==> config.mk <==
export PLATFORM = sky130hd
export DESIGN_NAME = smbs_slave
export DESIGN_NICKNAME = d
export VERILOG_FILES = /design/src/rtl/smbs_slave.v
export VERILOG_INCLUDE_DIRS = /design/src /design/src/rtl
export SDC_FILE = /design/constraint.sdc
export NUM_CORES = 1
export LEC_CHECK = 0
export ABC_CLOCK_PERIOD_IN_PS = 2950
export BUFFER_PORTS_ARGS = -buffer_cell sky130_fd_sc_hd__buf_2
export CAP_MARGIN = 20
export CORE_ASPECT_RATIO = 0.9
export CORE_MARGIN = 4
export CORE_UTILIZATION = 56
export DETAILED_ROUTE_END_ITERATION = 10
export PLACE_DENSITY = 0.92
export SLEW_MARGIN = 25
export SYNTH_ARGS = -nofsm -noshare
export SYNTH_HDL_FRONTEND = slang
export SYNTH_SLANG_ARGS = --single-unit
==> constraint.sdc <==
create_clock -name ref_clk_i -period 2.95 [get_ports ref_clk_i]
set_input_delay 0.59 -clock ref_clk_i [delete_from_list [all_inputs] [get_ports ref_clk_i]]
set_output_delay 0.59 -clock ref_clk_i [all_outputs]
set_load 0.02 [all_outputs]
==> src/rtl/smbs_defines.vh <==
// Constants for the management-bus configuration access slave.
// Assumes a 40 MHz core clock; included by bare name from the design file.
`ifndef SMBS_DEFINES_VH
`define SMBS_DEFINES_VH

// Target address: upper four bits fixed, low three from pins
`define SMBS_ADDR_HI        4'hD
`define SMBS_ADDR_HI_LSB    3

// Register store
`define SMBS_NREGS          16
`define SMBS_IDX_W          4

// Access types
`define SMBS_T_RW           3'h0
`define SMBS_T_RO           3'h1
`define SMBS_T_HWI          3'h2
`define SMBS_T_W1C          3'h3
`define SMBS_T_SW1C         3'h4
`define SMBS_T_SRW          3'h5
`define SMBS_T_SRO          3'h6

// First index of each access-type group
`define SMBS_IDX_RO         4
`define SMBS_IDX_HWI        6
`define SMBS_IDX_W1C        8
`define SMBS_IDX_SW1C       10
`define SMBS_IDX_SRW        12
`define SMBS_IDX_SRO        14
`define SMBS_NSET           4

// Clock stretch on each acknowledge the target drives (address, command, write data)
`define SMBS_CLK_NS         25
`define SMBS_STRETCH_NS     100
// Stretch counter load: 100 ns at a 25 ns core clock, sized for the 3-bit timer
`define SMBS_STRETCH_CYC    3'h4

// Link states
`define SMBS_S_IDLE         4'h0
`define SMBS_S_ADDR         4'h1
`define SMBS_S_AACK         4'h2
`define SMBS_S_CMD          4'h3
`define SMBS_S_CACK         4'h4
`define SMBS_S_WDAT         4'h5
`define SMBS_S_WACK         4'h6
`define SMBS_S_RDAT         4'h7
`define SMBS_S_RACK         4'h8

`endif

==> src/rtl/smbs_slave.v <==
// Management-bus target giving an outside master byte access to a store of
// configuration registers of mixed access types.
// Assumes bus lines and address pins are asynchronous; hw_set_i, preload and
// power-on reset come from logic on ref_clk_i.
// Notes on behaviour
// The block only answers as a target and never starts a transfer itself.
// Every read/write register can be read and written from the bus.
// Read-only and hardware-initialised registers also accept bus writes.
// Address bits 0..2 come from three pins, first pin to bit 0.
// Address bits 3..6 are fixed 1,0,1,1 and only a full match is answered.
// Both lines are open drain and the block may hold the clock line low.
// Write-one-to-clear bits clear on a one, ignore a zero, read back as held.
// Sticky write-one-to-clear bits change only by clearing and hardware set.
// Sticky read/write bits behave as plain storage.
// Sticky bits survive the ordinary reset and clear only on power-on reset.
// Transfers are start, address with direction, command, data, ack, stop.
module smbs_slave (
    input  wire         ref_clk_i,
    input  wire         srst_i,
    input  wire         por_i,
    input  wire         scl_i,
    output reg          scl_o,
    output reg          scl_oe_o,
    input  wire         sda_i,
    output reg          sda_o,
    output reg          sda_oe_o,
    input  wire [2:0]   addr_pin_i,
    input  wire [31:0]  hw_set_i,
    input  wire         preload_we_i,
    input  wire [3:0]   preload_idx_i,
    input  wire [7:0]   preload_data_i,
    output wire [127:0] cfg_regs_o,
    output reg          busy_o
);
`include "smbs_defines.vh"

    // Synchronisers; stage one is read only by stage two
    reg  [1:0] scl_s1_q, sda_s1_q;
    reg        scl_s2_q, sda_s2_q, scl_d3_q, sda_d3_q;
    reg  [2:0] apin_s1_q, apin_s2_q;

    reg  [3:0] state_q;
    reg  [3:0] cnt_q;
    reg  [7:0] sh_q;
    reg  [7:0] tx_q;
    reg        rw_q;
    reg        mnack_q;
    reg  [3:0] ptr_q;
    reg  [2:0] st_q;
    reg        wr_stb_q;
    reg  [7:0] wr_data_q;
    reg  [3:0] wr_idx_q;
    reg  [7:0] regs_q [0:15];
    wire [127:0] nxt_w;
    integer    i;

    wire scl_rise = scl_s2_q & ~scl_d3_q;
    wire scl_fall = ~scl_s2_q & scl_d3_q;
    wire start_c  = scl_s2_q & scl_d3_q & ~sda_s2_q & sda_d3_q;
    wire stop_c   = scl_s2_q & scl_d3_q & sda_s2_q & ~sda_d3_q;
    wire [6:0] my_addr = {`SMBS_ADDR_HI, apin_s2_q};
    wire [3:0] ptr_inc = ptr_q + 4'h1;

    // Three-flop sampling of both bus lines, two-stage sampling of the address pins
    always @(posedge ref_clk_i) begin
        if (srst_i) begin
            scl_s1_q  <= 2'h3;
            sda_s1_q  <= 2'h3;
            scl_s2_q  <= 1'b1;
            sda_s2_q  <= 1'b1;
            scl_d3_q  <= 1'b1;
            sda_d3_q  <= 1'b1;
            apin_s1_q <= 3'h0;
            apin_s2_q <= 3'h0;
        end else begin
            scl_s1_q  <= {scl_s1_q[0], scl_i};
            sda_s1_q  <= {sda_s1_q[0], sda_i};
            scl_s2_q  <= scl_s1_q[1];
            sda_s2_q  <= sda_s1_q[1];
            scl_d3_q  <= scl_s2_q;
            sda_d3_q  <= sda_s2_q;
            apin_s1_q <= addr_pin_i;
            apin_s2_q <= apin_s1_q;
        end
    end

    // Bus protocol engine; purely reactive to master edges
    always @(posedge ref_clk_i) begin
        if (srst_i) begin
            state_q   <= `SMBS_S_IDLE;
            cnt_q     <= 4'h0;
            sh_q      <= 8'h00;
            tx_q      <= 8'h00;
            rw_q      <= 1'b0;
            mnack_q   <= 1'b1;
            ptr_q     <= 4'h0;
            st_q      <= 3'h0;
            wr_stb_q  <= 1'b0;
            wr_data_q <= 8'h00;
            wr_idx_q  <= 4'h0;
            sda_oe_o  <= 1'b0;
            scl_oe_o  <= 1'b0;
            sda_o     <= 1'b0;
            scl_o     <= 1'b0;
            busy_o    <= 1'b0;
        end else begin
            wr_stb_q <= 1'b0;
            sda_o    <= 1'b0;
            scl_o    <= 1'b0;
            busy_o   <= (state_q != `SMBS_S_IDLE);
            // Hold clock low briefly while an ack settles
            if (st_q != 3'h0)
                st_q <= st_q - 3'h1;
            scl_oe_o <= (st_q != 3'h0);
            if (stop_c) begin
                state_q  <= `SMBS_S_IDLE;
                sda_oe_o <= 1'b0;
            end else if (start_c) begin
                state_q  <= `SMBS_S_ADDR;
                cnt_q    <= 4'h0;
                sda_oe_o <= 1'b0;
            end else if (scl_rise) begin
                if (state_q == `SMBS_S_ADDR || state_q == `SMBS_S_CMD ||
                    state_q == `SMBS_S_WDAT) begin
                    sh_q  <= {sh_q[6:0], sda_s2_q};
                    cnt_q <= cnt_q + 4'h1;
                end else if (state_q == `SMBS_S_RACK) begin
                    mnack_q <= sda_s2_q;
                end
            end else if (scl_fall) begin
                case (state_q)
                    `SMBS_S_ADDR: begin
                        if (cnt_q == 4'h8) begin
                            if (sh_q[7:1] == my_addr) begin
                                rw_q     <= sh_q[0];
                                sda_oe_o <= 1'b1;
                                st_q     <= `SMBS_STRETCH_CYC;
                                state_q  <= `SMBS_S_AACK;
                            end else begin
                                state_q  <= `SMBS_S_IDLE;
                            end
                        end
                    end
                    `SMBS_S_AACK: begin
                        cnt_q <= 4'h0;
                        if (rw_q) begin
                            tx_q     <= {regs_q[ptr_q][6:0], 1'b0};
                            sda_oe_o <= ~regs_q[ptr_q][7];
                            state_q  <= `SMBS_S_RDAT;
                        end else begin
                            sda_oe_o <= 1'b0;
                            state_q  <= `SMBS_S_CMD;
                        end
                    end
                    `SMBS_S_CMD: begin
                        if (cnt_q == 4'h8) begin
                            ptr_q    <= sh_q[3:0];
                            sda_oe_o <= 1'b1;
                            st_q     <= `SMBS_STRETCH_CYC;
                            state_q  <= `SMBS_S_CACK;
                        end
                    end
                    `SMBS_S_CACK, `SMBS_S_WACK: begin
                        sda_oe_o <= 1'b0;
                        cnt_q    <= 4'h0;
                        if (state_q == `SMBS_S_WACK)
                            ptr_q <= ptr_inc;
                        state_q  <= `SMBS_S_WDAT;
                    end
                    `SMBS_S_WDAT: begin
                        if (cnt_q == 4'h8) begin
                            wr_stb_q  <= 1'b1;
                            wr_data_q <= sh_q;
                            wr_idx_q  <= ptr_q;
                            sda_oe_o  <= 1'b1;
                            st_q      <= `SMBS_STRETCH_CYC;
                            state_q   <= `SMBS_S_WACK;
                        end
                    end
                    `SMBS_S_RDAT: begin
                        if (cnt_q == 4'h7) begin
                            sda_oe_o <= 1'b0;
                            state_q  <= `SMBS_S_RACK;
                        end else begin
                            sda_oe_o <= ~tx_q[7];
                            tx_q     <= {tx_q[6:0], 1'b0};
                            cnt_q    <= cnt_q + 4'h1;
                        end
                    end
                    `SMBS_S_RACK: begin
                        cnt_q <= 4'h0;
                        if (!mnack_q) begin
                            ptr_q    <= ptr_inc;
                            tx_q     <= {regs_q[ptr_inc][6:0], 1'b0};
                            sda_oe_o <= ~regs_q[ptr_inc][7];
                            state_q  <= `SMBS_S_RDAT;
                        end else begin
                            // Master declined; wait for stop or restart
                            state_q  <= `SMBS_S_IDLE;
                        end
                    end
                    default: state_q <= `SMBS_S_IDLE;
                endcase
            end
        end
    end

    // One storage element per register, behaviour chosen by its access type
    genvar g;
    generate
        for (g = 0; g < `SMBS_NREGS; g = g + 1) begin : gen_reg
            localparam [2:0] TYP =
                (g >= `SMBS_IDX_SRO)  ? `SMBS_T_SRO  :
                (g >= `SMBS_IDX_SRW)  ? `SMBS_T_SRW  :
                (g >= `SMBS_IDX_SW1C) ? `SMBS_T_SW1C :
                (g >= `SMBS_IDX_W1C)  ? `SMBS_T_W1C  :
                (g >= `SMBS_IDX_HWI)  ? `SMBS_T_HWI  :
                (g >= `SMBS_IDX_RO)   ? `SMBS_T_RO   : `SMBS_T_RW;
            localparam W1C    = (TYP == `SMBS_T_W1C) || (TYP == `SMBS_T_SW1C);
            localparam LOADED = (TYP == `SMBS_T_RO) || (TYP == `SMBS_T_HWI) ||
                                (TYP == `SMBS_T_SRO);
            wire [7:0] set_b;
            reg  [7:0] reg_d;
            wire       hit = wr_stb_q && (wr_idx_q == g);
            if (W1C) begin : gen_set
                assign set_b = hw_set_i[8*(g-`SMBS_IDX_W1C) +: 8];
            end else begin : gen_noset
                assign set_b = 8'h00;
            end
            always @* begin
                reg_d = regs_q[g];
                if (LOADED && preload_we_i && preload_idx_i == g)
                    reg_d = preload_data_i;
                if (hit && W1C)
                    reg_d = reg_d & ~wr_data_q;
                else if (hit)
                    reg_d = wr_data_q;
                // A hardware set in the clearing cycle wins
                reg_d = reg_d | set_b;
            end
            assign nxt_w[8*g +: 8] = reg_d;
            assign cfg_regs_o[8*g +: 8] = regs_q[g];
        end
    endgenerate

    // One writer for the whole store keeps the array single-driven;
    // sticky entries sit from the first sticky index up and skip plain reset
    always @(posedge ref_clk_i) begin
        for (i = 0; i < `SMBS_NREGS; i = i + 1) begin
            if (por_i || (srst_i && (i < `SMBS_IDX_SW1C)))
                regs_q[i] <= 8'h00;
            else
                regs_q[i] <= nxt_w[8*i +: 8];
        end
    end

endmodule

# Word-level counts from Yosys, hierarchy flattened
# Memories as Yosys holds them, arrays and structs flattened. A register that Yosys moved wholly into a read port is not among the register bits.
# Cells that the tools add are included.
dict set report classes {
  reduce_logical 50
  eq_ne 49
  n_mux 88
  n_addsub 3
  n_bitwise 45
}
# cell n
set op_table {}
lappend op_table {{$mux W8} 41}
lappend op_table {{$mux W4} 14}
lappend op_table {{$eq A4 B3 Y1 const B} 13}
lappend op_table {{$eq A4 B4 Y1 const B} 12}
lappend op_table {{$and A8 B8 Y8} 4}
lappend op_table {{$or A8 B8 Y8} 4}
lappend op_table {{$mux W3} 10}
lappend op_table {{$pmux W4 S7} 1}
lappend op_table {{$pmux W8 S3} 1}
lappend op_table {{$logic_and A1 B1 Y1} 22}
lappend op_table {{$reduce_and A6 Y1} 3}
lappend op_table {{$eq A4 B2 Y1 const B} 4}
lappend op_table {{$mux W1} 16}
lappend op_table {{$or A1 B1 Y1} 16}
lappend op_table {{$reduce_and A8 Y1} 2}
lappend op_table {{$reduce_and A7 Y1} 2}
lappend op_table {{$not A1 Y1} 13}
lappend op_table {{$ne A2 B1 Y1 const B} 6}
lappend op_table {{$pmux W4 S3} 1}
lappend op_table {{$reduce_bool A3 Y1} 4}
lappend op_table {{$ne A2 B2 Y1 const B} 5}
lappend op_table {{$reduce_and A5 Y1} 2}
lappend op_table {{$ne A3 B2 Y1 const B} 3}
lappend op_table {{$add A4 B1 Y4 const B} 2}
lappend op_table {{other kinds (22)} 34}
dict set report word_totals {
  elab_cells 259
  regBits 63
  mem_bits_rw 128
  mem_count 1
}
# name words word_bits rd rd_ports_with_merged_regs write_ports line
set mem_list {}
lappend mem_list {regs_q 16 8 18 1 16 smbs_slave.v:53} ;# reg [7:0] regs_q [0:15];

# Depth between registers and ports, before layout
# Gate-level depths: netlist of the first run.
dict set report depth {
  word_depth 9
  mapped_depth 9
  ltp_nobuf 8
}

# Least setup slack after synthesis of the first run
# OpenSTA, ideal clock, no wires.
dict set report synth_path {
  path_type {register -> register}
  startpoint {reg ptr_q[1]}
  endpoint {reg tx_q[4]}
  required_ns 2.820
  path_stages_with_launch 10
  setup_ns 0.130
  t_arrival_ns 2.007
  setup_slack_ns 0.813
  path_cell_list {dfxtp_1 > ha_1 > buf_6 > buf_2 > buf_2 > mux4_2 > nand2_1 > a21oi_1 > a2111oi_0 > a21oi_1}
}
dict set report synth_between {
  elab_chain_cells 4
}
# item line
set synth_rtl {}
lappend synth_rtl {{from (decl)} smbs_slave.v:48} ;# reg [3:0] ptr_q;
lappend synth_rtl {{from (signal assigned)} smbs_slave.v:157} ;# ptr_q <= sh_q[3:0];
lappend synth_rtl {{from (signal assigned)} smbs_slave.v:167} ;# ptr_q <= ptr_inc;
lappend synth_rtl {{from (signal assigned)} smbs_slave.v:193} ;# ptr_q <= ptr_inc;
lappend synth_rtl {{$add A4 B1 Y4} smbs_slave.v:62} ;# wire [3:0] ptr_inc = ptr_q + 4'h1;
lappend synth_rtl {{$mem_v2 Z16 W8} n/a}
lappend synth_rtl {{$mux W8} smbs_slave.v:192} ;# if (!mnack_q) begin
lappend synth_rtl {{$pmux W8 S3} smbs_slave.v:131} ;# case (state_q)
lappend synth_rtl {{to (signal assigned)} smbs_slave.v:147} ;# tx_q <= {regs_q[ptr_q][6:0], 1'b0};
lappend synth_rtl {{to (signal assigned)} smbs_slave.v:186} ;# tx_q <= {tx_q[6:0], 1'b0};
lappend synth_rtl {{to (signal assigned)} smbs_slave.v:194} ;# tx_q <= {regs_q[ptr_inc][6:0], 1'b0};
lappend synth_rtl {{to (decl)} smbs_slave.v:45} ;# reg [7:0] tx_q;
# Every way passes these cells. The select of a mux whose other input is x is not followed.
# A chain may end at the register's enable or synchronous reset.

# Worst setup path in the final report of the first run
dict set report layout_path {
  startpoint {reg state_q[1]}
  endpoint {reg tx_q[5]}
}
dict set report layout_between {
  elab_chain_cells 3
}
# item line
set layout_rtl {}
lappend layout_rtl {{from (decl)} smbs_slave.v:42} ;# reg [3:0] state_q;
lappend layout_rtl {{from (signal assigned)} smbs_slave.v:90} ;# state_q <= `SMBS_S_IDLE;
lappend layout_rtl {{from (signal assigned)} smbs_slave.v:116} ;# state_q <= `SMBS_S_IDLE;
lappend layout_rtl {{from (signal assigned)} smbs_slave.v:119} ;# state_q <= `SMBS_S_ADDR;
lappend layout_rtl {{$eq A4 B3 Y1, or another cell as far along} smbs_slave.v:131}
lappend layout_rtl {{$ne A2 B2 Y1 (no source line) / $reduce_bool A3 Y1 (equally long branches)} n/a}
lappend layout_rtl {{$reduce_and A8 Y1 (no source line)} n/a}
# Parallel ways exist; a longest one is shown, timed or not.

==> results of run 1 <==
==> cells by family after synthesis <==
kind of cell	Yosys count	share of synthesized area, %
AOI/OAI and AO/OA	183	11.57
xor gates and xnor gates	9	0.8541
adders and majority gates	10	1.238
buffers and inverters	99	4.419
DFF	194	38.42
muxes	187	26.41
other	1	0.03710
and+or+nand+nor	384	17.04
==> cells in the mapped netlist, drive strengths merged (2+ instances only) <==
master / number / area share, %
o21ai: 18 / 0.89
nand3: 27 / 1.3
nand2b: 6 / 0.37
o22ai: 4 / 0.31
dfxtp: 194 / 38
nand2: 108 / 4.0
mux2: 8 / 0.89
nor2b: 16 / 0.99
nand4: 2 / 0.12
mux2i: 116 / 11
xor2: 7 / 0.68
or3: 2 / 0.12
inv: 12 / 0.45
a21o: 4 / 0.31
clkbuf: 46 / 1.7
nor2: 181 / 7.0
nor4: 3 / 0.19
or2: 10 / 0.62
and3: 2 / 0.12
nand4b: 2 / 0.17
a31oi: 2 / 0.12
a211oi: 44 / 3.3
buf: 41 / 2.3
o31ai: 3 / 0.22
a311oi: 9 / 0.78
a2111oi: 6 / 0.52
ha: 10 / 1.2
nor3b: 2 / 0.15
a21oi: 78 / 3.9
nor3: 8 / 0.45
nand3b: 8 / 0.59
o211ai: 5 / 0.37
nor4b: 3 / 0.41
xnor2: 2 / 0.17
mux4: 63 / 14
o221a: 3 / 0.33
==> per-layer routing <==
layer / vias up / track usage (%) / wire length (um)
met5: - / 0 / 0
met4: 0 / 13.73 / 1492
met3: 119 / 15.12 / 5765
met2: 779 / 48.29 / 14500
met1: 4480 / 44.06 / 12230
li1: 4121 / - / -
==> path summary, 6_finish.rpt <==
| kind | start | to | slack [ns] | cells past startpoint |
|---|---|---|---|---|
| setup reg to reg | state_q[1]$_SDFFE_PP0P_ | tx_q[5]$_SDFFE_PP0P_ | 0.43 | 6 |
| hold reg to reg | scl_s1_q[0]$_SDFF_PP1_ | scl_s1_q[1]$_SDFF_PP1_ | 0.42 | 1 |
| setup / recovery | state_q[1]$_SDFFE_PP0P_ | tx_q[5]$_SDFFE_PP0P_ | 0.43 | 6 |
| hold / removal | sda_i | sda_s1_q[0]$_SDFF_PP1_ | 0.32 | 2 |
==> flip-flops by register name (all words and copies together) (netlist names), 2 cells and up, named ones only <==
signal,cells
apin_s1_q,3
wr_data_q,8
scl_s1_q,2
apin_s2_q,3
state_q,4
tx_q,7
wr_idx_q,4
regs_q,128
st_q,3
sda_s1_q,2
ptr_q,4
sh_q,8
cnt_q,4
==> area by class of cell <==
cell class,instances,area [sq um],area share [%]
Tap cell,240,300.3,2.554
Multi-Input combinational cell,775,5782,49.17
Clock inverter,15,190.2,1.617
Sequential cell,194,3885,33.04
Timing Repair Buffer,210,1131,9.619
Inverter,12,45.04,0.3831
Clock buffer,17,425.4,3.618
==> stage by stage <==
stage | total power, uW | utilization, % | hold WS (ns) | std cells | instance area (sq um)
after floorplan | 3054 | - | 0.3895 | 1068 | 10110
after global placement | 3201 | 63.06 | 0.3939 | 1431 | 11140
after detailed placement | 3226 | 63.06 | 0.4005 | 1431 | 11140
after CTS | 5563 | 66.55 | 0.3199 | 1463 | 11760
after global routing | 5728 | 66.55 | 0.3181 | 1463 | 11760
final | 5571 | 66.55 | 0.3237 | 1463 | 11760
==> report_power, final <==
group	total, uW	switching [uW]	internal [uW]
Clock	2390	1170	1230
Combinational	422	256	166
Sequential	2760	73.3	2680
Total	5570	1500	4070
==> worst register-to-register path: cells and delay by family, from the launching register on <==
family          cells  cell delay (ns)
flops               1             0.70
simple gates        2             0.54
compound gates      4             1.16
==> impl_metrics.csv, run 1 <==
group,metric,value,unit
critical_path,crit_slowest_cell,"dfxtp_1",
sta,worst_slack,0.4251,ns
critical_path,required,3.26,ns
die,die-area,20270,sq um
critical_path,max_stage_delay,0.70,ns
sta,fin_worst_skew,0.01589,ns
critical_path,cp_data_arrival_time,2.83,ns
clock_tree,cts_tree,"yes",
worst_hold_path,hold_path.class,"in2reg",
place,port_buffers,183,
clock_tree,cts_buffers,17,
sta,hold_viol,0,
cells_and_area,final_cell_mix,"dfxtp_1 (193), buf_2 (183), nor2_1 (172)",
cells_and_area,finish.net_count,1273,
clock_tree,clkSinkCount,194,
yosys,ys_warn_count,0,
cells_and_area,drive_above_1_share,27.80,%
clock_tree,insertion_delay,0.45,ns
clock_tree,cts_resized,0,
sta,period_needed,2.525,ns
critical_path,cp_num_buf_inv,0,
critical_path,path_class,"reg2reg",
job,drv_cap,0,
global_routing,grtUsageTotal,33.53,%
global_routing,antenna_found_initial,0,
place,dpl_worst_slack,0.6180,ns
global_routing,gr-total-overflow,0,
drt,drt_wl_total,33990,um
cells_and_area,nFillCells,1321,
cells_and_area,num_antenna_cells,0,
yosys,postSynth.asyncResetShare,0,%
yosys,synth-seq-cells,194,
die,die_h,135.5,um
sta,slew_headroom,34.89,%
place,dp_hpwl,24850,um
sta,rsz0062_at_grt,"false",
drt,drt-pass1-iter-count,6,
die,die_w,149.6,um
yosys,ys_types,62,
critical_path,cp_cell_sequence,"nor2b_1, a21boi_0, o31ai_1, nand2_1, a2111oi_0, a21oi_1",
sta,fin_crit_sh,85.59,%
sta,tightest_slew,0.9753,ns
drt,routed_via_density,6.493,
place,place.gp.congestion,1.018,
clock_tree,htree_levels,4,
global_routing,grt_pass1_wl,51900,um
yosys,synth_seq_area_share,38.42,%
global_routing,grt_max_degree,64,
critical_path,startpoint_type,"register",
clock_tree,clockBufferDepth,2,
sta,fin_setup_tns,0,ns
cells_and_area,synthToLayoutAreaGrowth,16.33,%
yosys,synth_edf_count,0,
clock_tree,hold_buffers,0,
power_and_ir_drop,p_leak,0.004584,uW
drt,wl_per_cell,23.24,um
clock_tree,cts_root_buf,"clkbuf_16",
sta,setup_viol,0,
critical_path,path_delay_family,"compound AO/OA/AOI/OAI gates",
power_and_ir_drop,peakVddDrop,0.4514,mV
drt,route.detailed.drc,0,
yosys,synth_top_flop_cell,"dfxtp_1",
global_routing,grt_pass1_vias,9004,
die,ioPinCount,186,
clock_tree,cts_setup_buffers,0,
power_and_ir_drop,power_density,473.8,nW/um^2
critical_path,crit_fanout,17,
critical_path,endpoint_kind,"register",
clock_tree,clk_pin_slew,0.08,ns
die,start_util,57.21,%
sta,clock.fmax,396.1,MHz
die,core,17670,sq um
cells_and_area,final_common_cell,"dfxtp_1",
yosys,synthCells,1067,
run_status,outcome,"completed",
die,placementRows,46,
yosys,syn-cell-area,10110,sq um
drt,drt_iter0_drc,1552,
drt,dr_total_vias,9499,
yosys,syn_area_per_cell,9.474,sq um
sta,drv_slew,0,
drt,ant_nets,0,
(Power assumes the default switching activity.)
==> run 2, diff against run 1 <==
--- a/config.mk
+++ b/config.mk
@@ -11,10 +11,11 @@
 export CAP_MARGIN = 20
 export CORE_ASPECT_RATIO = 0.9
 export CORE_MARGIN = 4
-export CORE_UTILIZATION = 56
+export CORE_UTILIZATION = 58
+export CTS_BUF_LIST = sky130_fd_sc_hd__clkbuf_4 sky130_fd_sc_hd__clkbuf_8
 export DETAILED_ROUTE_END_ITERATION = 10
-export PLACE_DENSITY = 0.92
-export SLEW_MARGIN = 25
+export PLACE_DENSITY = 0.95
+export RECOVER_POWER = 25
 export SYNTH_ARGS = -nofsm -noshare
 export SYNTH_HDL_FRONTEND = slang
 export SYNTH_SLANG_ARGS = --single-unit
==> impl_metrics.csv, run 2 (synthesis gave the netlist of run 1 again) <==
group,metric,value,unit
sta,period_needed,2.565,ns
sta,clock.fmax,389.8,MHz
global_routing,antenna_found_initial,0,
cells_and_area,finish.net_count,1269,
sta,tightest_slew,1.612,ns
cells_and_area,num_antenna_cells,0,
power_and_ir_drop,report.power.total,5005,uW
critical_path,crit_fanout,17,
sta,rsz0062_at_grt,"false",
clock_tree,hold_buffers,0,
power_and_ir_drop,p_leak,0.004273,uW
power_and_ir_drop,p_clk_share,36.8,%
cells_and_area,drive_above_1_share,23.46,%
run_status,outcome,"complete, but fails checks",
die,die-area,19610,sq um
clock_tree,htree_levels,4,
clock_tree,cts_setup_buffers,0,
place,port_buffers,183,
power_and_ir_drop,p_seq_share,55.0,%
drt,wl_per_cell,22.55,um
sta,hold_viol,0,
drt,drt-pass1-iter-count,9,
die,ioPinCount,186,
die,core,17000,sq um
clock_tree,cts_resized,0,
power_and_ir_drop,power.share.switching,28.48,%
cells_and_area,reg.largest.list,"regs_q (128), sh_q (8), wr_data_q (8)",
critical_path,cp_data_arrival_time,2.91,ns
clock_tree,clk_pin_slew,0.11,ns
cells_and_area,synthToLayoutAreaGrowth,13.81,%
power_and_ir_drop,power_density,435.0,nW/um^2
worst_hold_path,hold_path.class,"in2reg",
drt,dr_total_vias,9483,
power_and_ir_drop,combPwrFrac,8.2,%
sta,drv_slew,20,
clock_tree,cts_root_buf,"clkbuf_8",
die,start_util,59.45,%
place,dp_hpwl,24800,um
cells_and_area,largest_register,"regs_q",
clock_tree,cts_tree,"yes",
cells_and_area,final_cell_mix,"dfxtp_1 (193), nor2_1 (172), buf_2 (135)",
cells_and_area,largest_reg_flops,128,
clock_tree,clockBufferDepth,2,
sta,slew_headroom,-7.488,%
clock_tree,clkSinkCount,194,
sta,fin_worst_skew,0.02167,ns
global_routing,grt_pass1_vias,8965,
drt,routed_via_density,6.522,
sta,setup_viol,0,
global_routing,grt_max_degree,51,
run_status,violations,"max-capacitance violations, max-slew violations",
critical_path,path_class,"reg2reg",
critical_path,startpoint_type,"register",
power_and_ir_drop,peakVddDrop,0.5441,mV
place,post_dp_cell_area,11130,sq um
cells_and_area,design_area,11500,sq um
die,placementRows,45,
global_routing,gr-total-overflow,0,
place,place.gp.congestion,1.041,
cells_and_area,final_common_cell,"dfxtp_1",
global_routing,grt_pass1_wl,50220,um
sta,fin_setup_tns,0,ns
die,die_w,147.2,um
sta,fin_crit_sh,86.96,%
clock_tree,cts_buffers,17,
critical_path,required,3.29,ns
power_and_ir_drop,p_int,3580,uW
critical_path,endpoint_kind,"register",
die,die_h,133.2,um
drt,ant_nets,0,
drt,drt_wl_total,32790,um
job,drv_cap,1,
cells_and_area,nFillCells,1269,
sta,whs,0.2777,ns
power_and_ir_drop,switchingPower,1426,uW
global_routing,grtUsageTotal,32.79,%
clock_tree,insertion_delay,0.49,ns
drt,drt_iter0_drc,1683,
drt,route.detailed.drc,0,
==> run 2: changes by cell type in the layout (fill, tap and decap cells not counted), moves of 2 or more <==
cell	delta
clkinvlp_4	+2
clkinv_4	-2
clkbuf_16	-17
buf_2	-48
buf_4	-7
clkinv_2	-2
buf_12	+2
clkbuf_1	+49
clkbuf_8	+17
==> run 2: final cells by class <==
| class | instances | area, sq um | area share (%) |
|---|---|---|---|
| Clock buffer | 17 | 234.0 | 2.034 |
| Sequential cell | 194 | 3885 | 33.77 |
| Clock inverter | 15 | 202.7 | 1.762 |
| Multi-Input combinational cell | 775 | 5782 | 50.26 |
| Inverter | 12 | 45.04 | 0.3915 |
| Tap cell | 235 | 294.0 | 2.556 |
| Timing Repair Buffer | 206 | 1062 | 9.233 |
==> run 2: power by group through the flow <==
stage,Combinational (uW),Clock (uW),Sequential (uW)
floorplan,225,0,2830
global placement,394,0,2800
detailed placement,412,0,2810
CTS,413,1830,2750
global route,452,1940,2760
finish,410,1840,2750
==> run 2: worst paths after layout <==
| check | end | cells after the start | from | slack, ns |
|---|---|---|---|---|
| setup reg to reg | tx_q[7]$_SDFFE_PP0P_ | 6 | state_q[1]$_SDFFE_PP0P_ | 0.38 |
| setup / recovery | tx_q[7]$_SDFFE_PP0P_ | 6 | state_q[1]$_SDFFE_PP0P_ | 0.38 |
| hold reg to reg | sda_s1_q[1]$_SDFF_PP1_ | 1 | sda_s1_q[0]$_SDFF_PP1_ | 0.42 |
| hold / removal | scl_s1_q[0]$_SDFF_PP1_ | 2 | scl_i | 0.28 |
==> run 2: layer usage <==
metal  global-route usage (%)  part of all wire [%]  vias up
met3                    14.35                    17      166
li1                         -                     -     4108
met5                        0                     0        -
met4                    13.46                   4.9        0
met1                    43.21                    37     4383
met2                    47.39                    42      826
==> run 2: critical path, cell delays in order (launching register included) <==
cell and delay [ns]:
dfxtp_1 0.72, and4b_1 0.55, nand2_1 0.17, o31ai_1 0.14, nand2_1 0.25, a2111oi_0 0.44
a221oi_1 0.14
==> run 2: per-stage QoR <==
stage	std cells	worst slack (ns)	utilization [%]
after floorplan	1068	0.8129	-
after global placement	1422	0.6580	65.47
after detailed placement	1422	0.5727	65.47
after CTS	1454	0.5410	68.04
after global routing	1454	0.2450	67.66
final	1454	0.3847	67.66
==> run 3, diff against run 2 <==
--- a/config.mk
+++ b/config.mk
@@ -11,11 +11,10 @@
 export CAP_MARGIN = 20
 export CORE_ASPECT_RATIO = 0.9
 export CORE_MARGIN = 4
-export CORE_UTILIZATION = 58
+export CORE_UTILIZATION = 45
 export CTS_BUF_LIST = sky130_fd_sc_hd__clkbuf_4 sky130_fd_sc_hd__clkbuf_8
 export DETAILED_ROUTE_END_ITERATION = 10
-export PLACE_DENSITY = 0.95
-export RECOVER_POWER = 25
+export PLACE_DENSITY = 0.79
 export SYNTH_ARGS = -nofsm -noshare
 export SYNTH_HDL_FRONTEND = slang
 export SYNTH_SLANG_ARGS = --single-unit
==> impl_metrics.csv, run 3 (synthesis gave the netlist of run 1 again) <==
group,metric,value,unit
clock_tree,clkSinkCount,194,
sta,worst_slack,0.6283,ns
clock_tree,clk_pin_slew,0.11,ns
sta,tightest_slew,0.9736,ns
clock_tree,cts_resized,0,
power_and_ir_drop,power_density,429.6,nW/um^2
sta,fin_crit_sh,78.70,%
cells_and_area,final_common_cell,"dfxtp_1",
die,ioPinCount,186,
critical_path,cp_cell_sequence,"buf_12, nand3_1, xor2_2, nand2_1, a21oi_1, a2111oi_0, a221oi_1",
run_status,outcome,"completed",
power_and_ir_drop,p_leak,0.004510,uW
drt,dr_total_vias,9189,
die,start_util,46.18,%
sta,period_needed,2.322,ns
critical_path,crit_fanout,35,
die,die_h,150.2,um
cells_and_area,largest_reg_flops,128,
drt,drt_iter0_drc,990,
global_routing,gr-total-overflow,0,
critical_path,crit_slowest_cell,"xor2_2",
cells_and_area,finish.net_count,1274,
die,core,21890,sq um
sta,rsz0062_at_grt,"false",
global_routing,grtUsageTotal,26.84,%
place,dpl_worst_slack,0.6616,ns
drt,ant_nets,0,
cells_and_area,reg.largest.list,"regs_q (128), sh_q (8), wr_data_q (8)",
clock_tree,insertion_delay,0.48,ns
cells_and_area,design_area,11690,sq um
sta,setup_viol,0,
sta,drv_slew,0,
clock_tree,cts_root_buf,"clkbuf_8",
clock_tree,htree_levels,4,
clock_tree,cts_setup_buffers,0,
cells_and_area,synthToLayoutAreaGrowth,15.66,%
global_routing,grt_pass1_wl,51750,um
sta,fin_worst_skew,0.01712,ns
die,die_w,166.0,um
critical_path,startpoint_type,"register",
clock_tree,clockBufferDepth,2,
sta,whs,0.2924,ns
cells_and_area,num_antenna_cells,0,
drt,wl_per_cell,22.46,um
sta,fin_setup_tns,0,ns
drt,route.detailed.drc,0,
power_and_ir_drop,peakVddDrop,0.3096,mV
critical_path,required,3.33,ns
global_routing,antenna_found_initial,0,
sta,slew_headroom,35.01,%
place,post_dp_cell_area,11250,sq um
place,port_buffers,183,
cells_and_area,post-route-util,53.42,%
cells_and_area,largest_register,"regs_q",
cells_and_area,final_cell_mix,"dfxtp_1 (193), buf_2 (183), nor2_1 (172)",
place,dp_hpwl,25870,um
global_routing,grt_max_degree,81,
die,die-area,24930,sq um
critical_path,endpoint_kind,"register",
critical_path,max_stage_delay,0.76,ns
clock_tree,hold_buffers,0,
global_routing,grt_pass1_vias,8533,
cells_and_area,drive_above_1_share,27.86,%
die,placementRows,51,
clock_tree,cts_buffers,17,
place,place.gp.congestion,0.9772,
drt,drt-pass1-iter-count,6,
sta,clock.fmax,430.7,MHz
critical_path,path_class,"reg2reg",
worst_hold_path,hold_path.class,"in2reg",
job,drv_cap,0,
drt,drt_wl_total,34030,um
drt,routed_via_density,6.065,
critical_path,cp_data_arrival_time,2.70,ns
clock_tree,cts_tree,"yes",
sta,hold_viol,0,
==> run 3: cell count changes in the layout (fill, tap and decap cells not counted), sizes merged <==
| cell | previous run | this run |
|---|---|---|
| inv | 19 | 20 |
| buf | 157 | 211 |
| clkbuf | 66 | 17 |
| clkinv | 5 | 4 |
==> run 3: worst paths after layout <==
| path | from | end | slack, ns | cells past startpoint |
|---|---|---|---|---|
| min | scl_i | scl_s1_q[0]$_SDFF_PP1_ | 0.29 | 2 |
| max reg2reg | ptr_q[0]$_SDFFE_PP0P_ | tx_q[7]$_SDFFE_PP0P_ | 0.63 | 7 |
| min reg2reg | sda_s1_q[1]$_SDFF_PP1_ | sda_s2_q$_SDFF_PP1_ | 0.42 | 1 |
| max | ptr_q[0]$_SDFFE_PP0P_ | tx_q[7]$_SDFFE_PP0P_ | 0.63 | 7 |
==> run 3: worst max-delay path, delay by kind of cell, from the launching register on <==
| kind | cells | cell delay [ns] |
|---|---|---|
| AOI/OAI and AO/OA | 3 | 0.50 |
| xor gates and xnor gates | 1 | 0.76 |
| buffers and inverters | 1 | 0.26 |
| DFF | 1 | 0.37 |
| and+or+nand+nor | 2 | 0.35 |
==> run 3: routing by layer <==
layer | global-route usage, % | vias to the layer above | routed length [um]
met5 | 0 | - | 0
met3 | 10.87 | 66 | 5003
met1 | 37.43 | 4376 | 13870
met2 | 38.14 | 622 | 14180
met4 | 8.577 | 0 | 972
li1 | - | 4125 | -
==> run 3: cell type report <==
type,instances,area (sq um)
sequential,194,3885
timing repair buffer,211,1176
inverter,12,45.04
fill,1958,10200
multi-input combinational,775,5782
tap,291,364.1
clock inverter,15,205.2
clock buffer,17,234.0
==> run 3: metrics by stage <==
| step | total power, uW | instances |
|---|---|---|
| finish | 5022 | 1515 |
| global route | 5197 | 1515 |
| CTS | 5051 | 1515 |
| detailed placement | 3225 | 1483 |
| global placement | 3210 | 1483 |
| floorplan | 3054 | 1068 |
==> run 3: report_power, final <==
group          switching, uW  total, uW  internal (uW)
registers               74.2       2760           2680
clock network           1110       1850            744
logic                    246        410            164
total                   1430       5020           3590
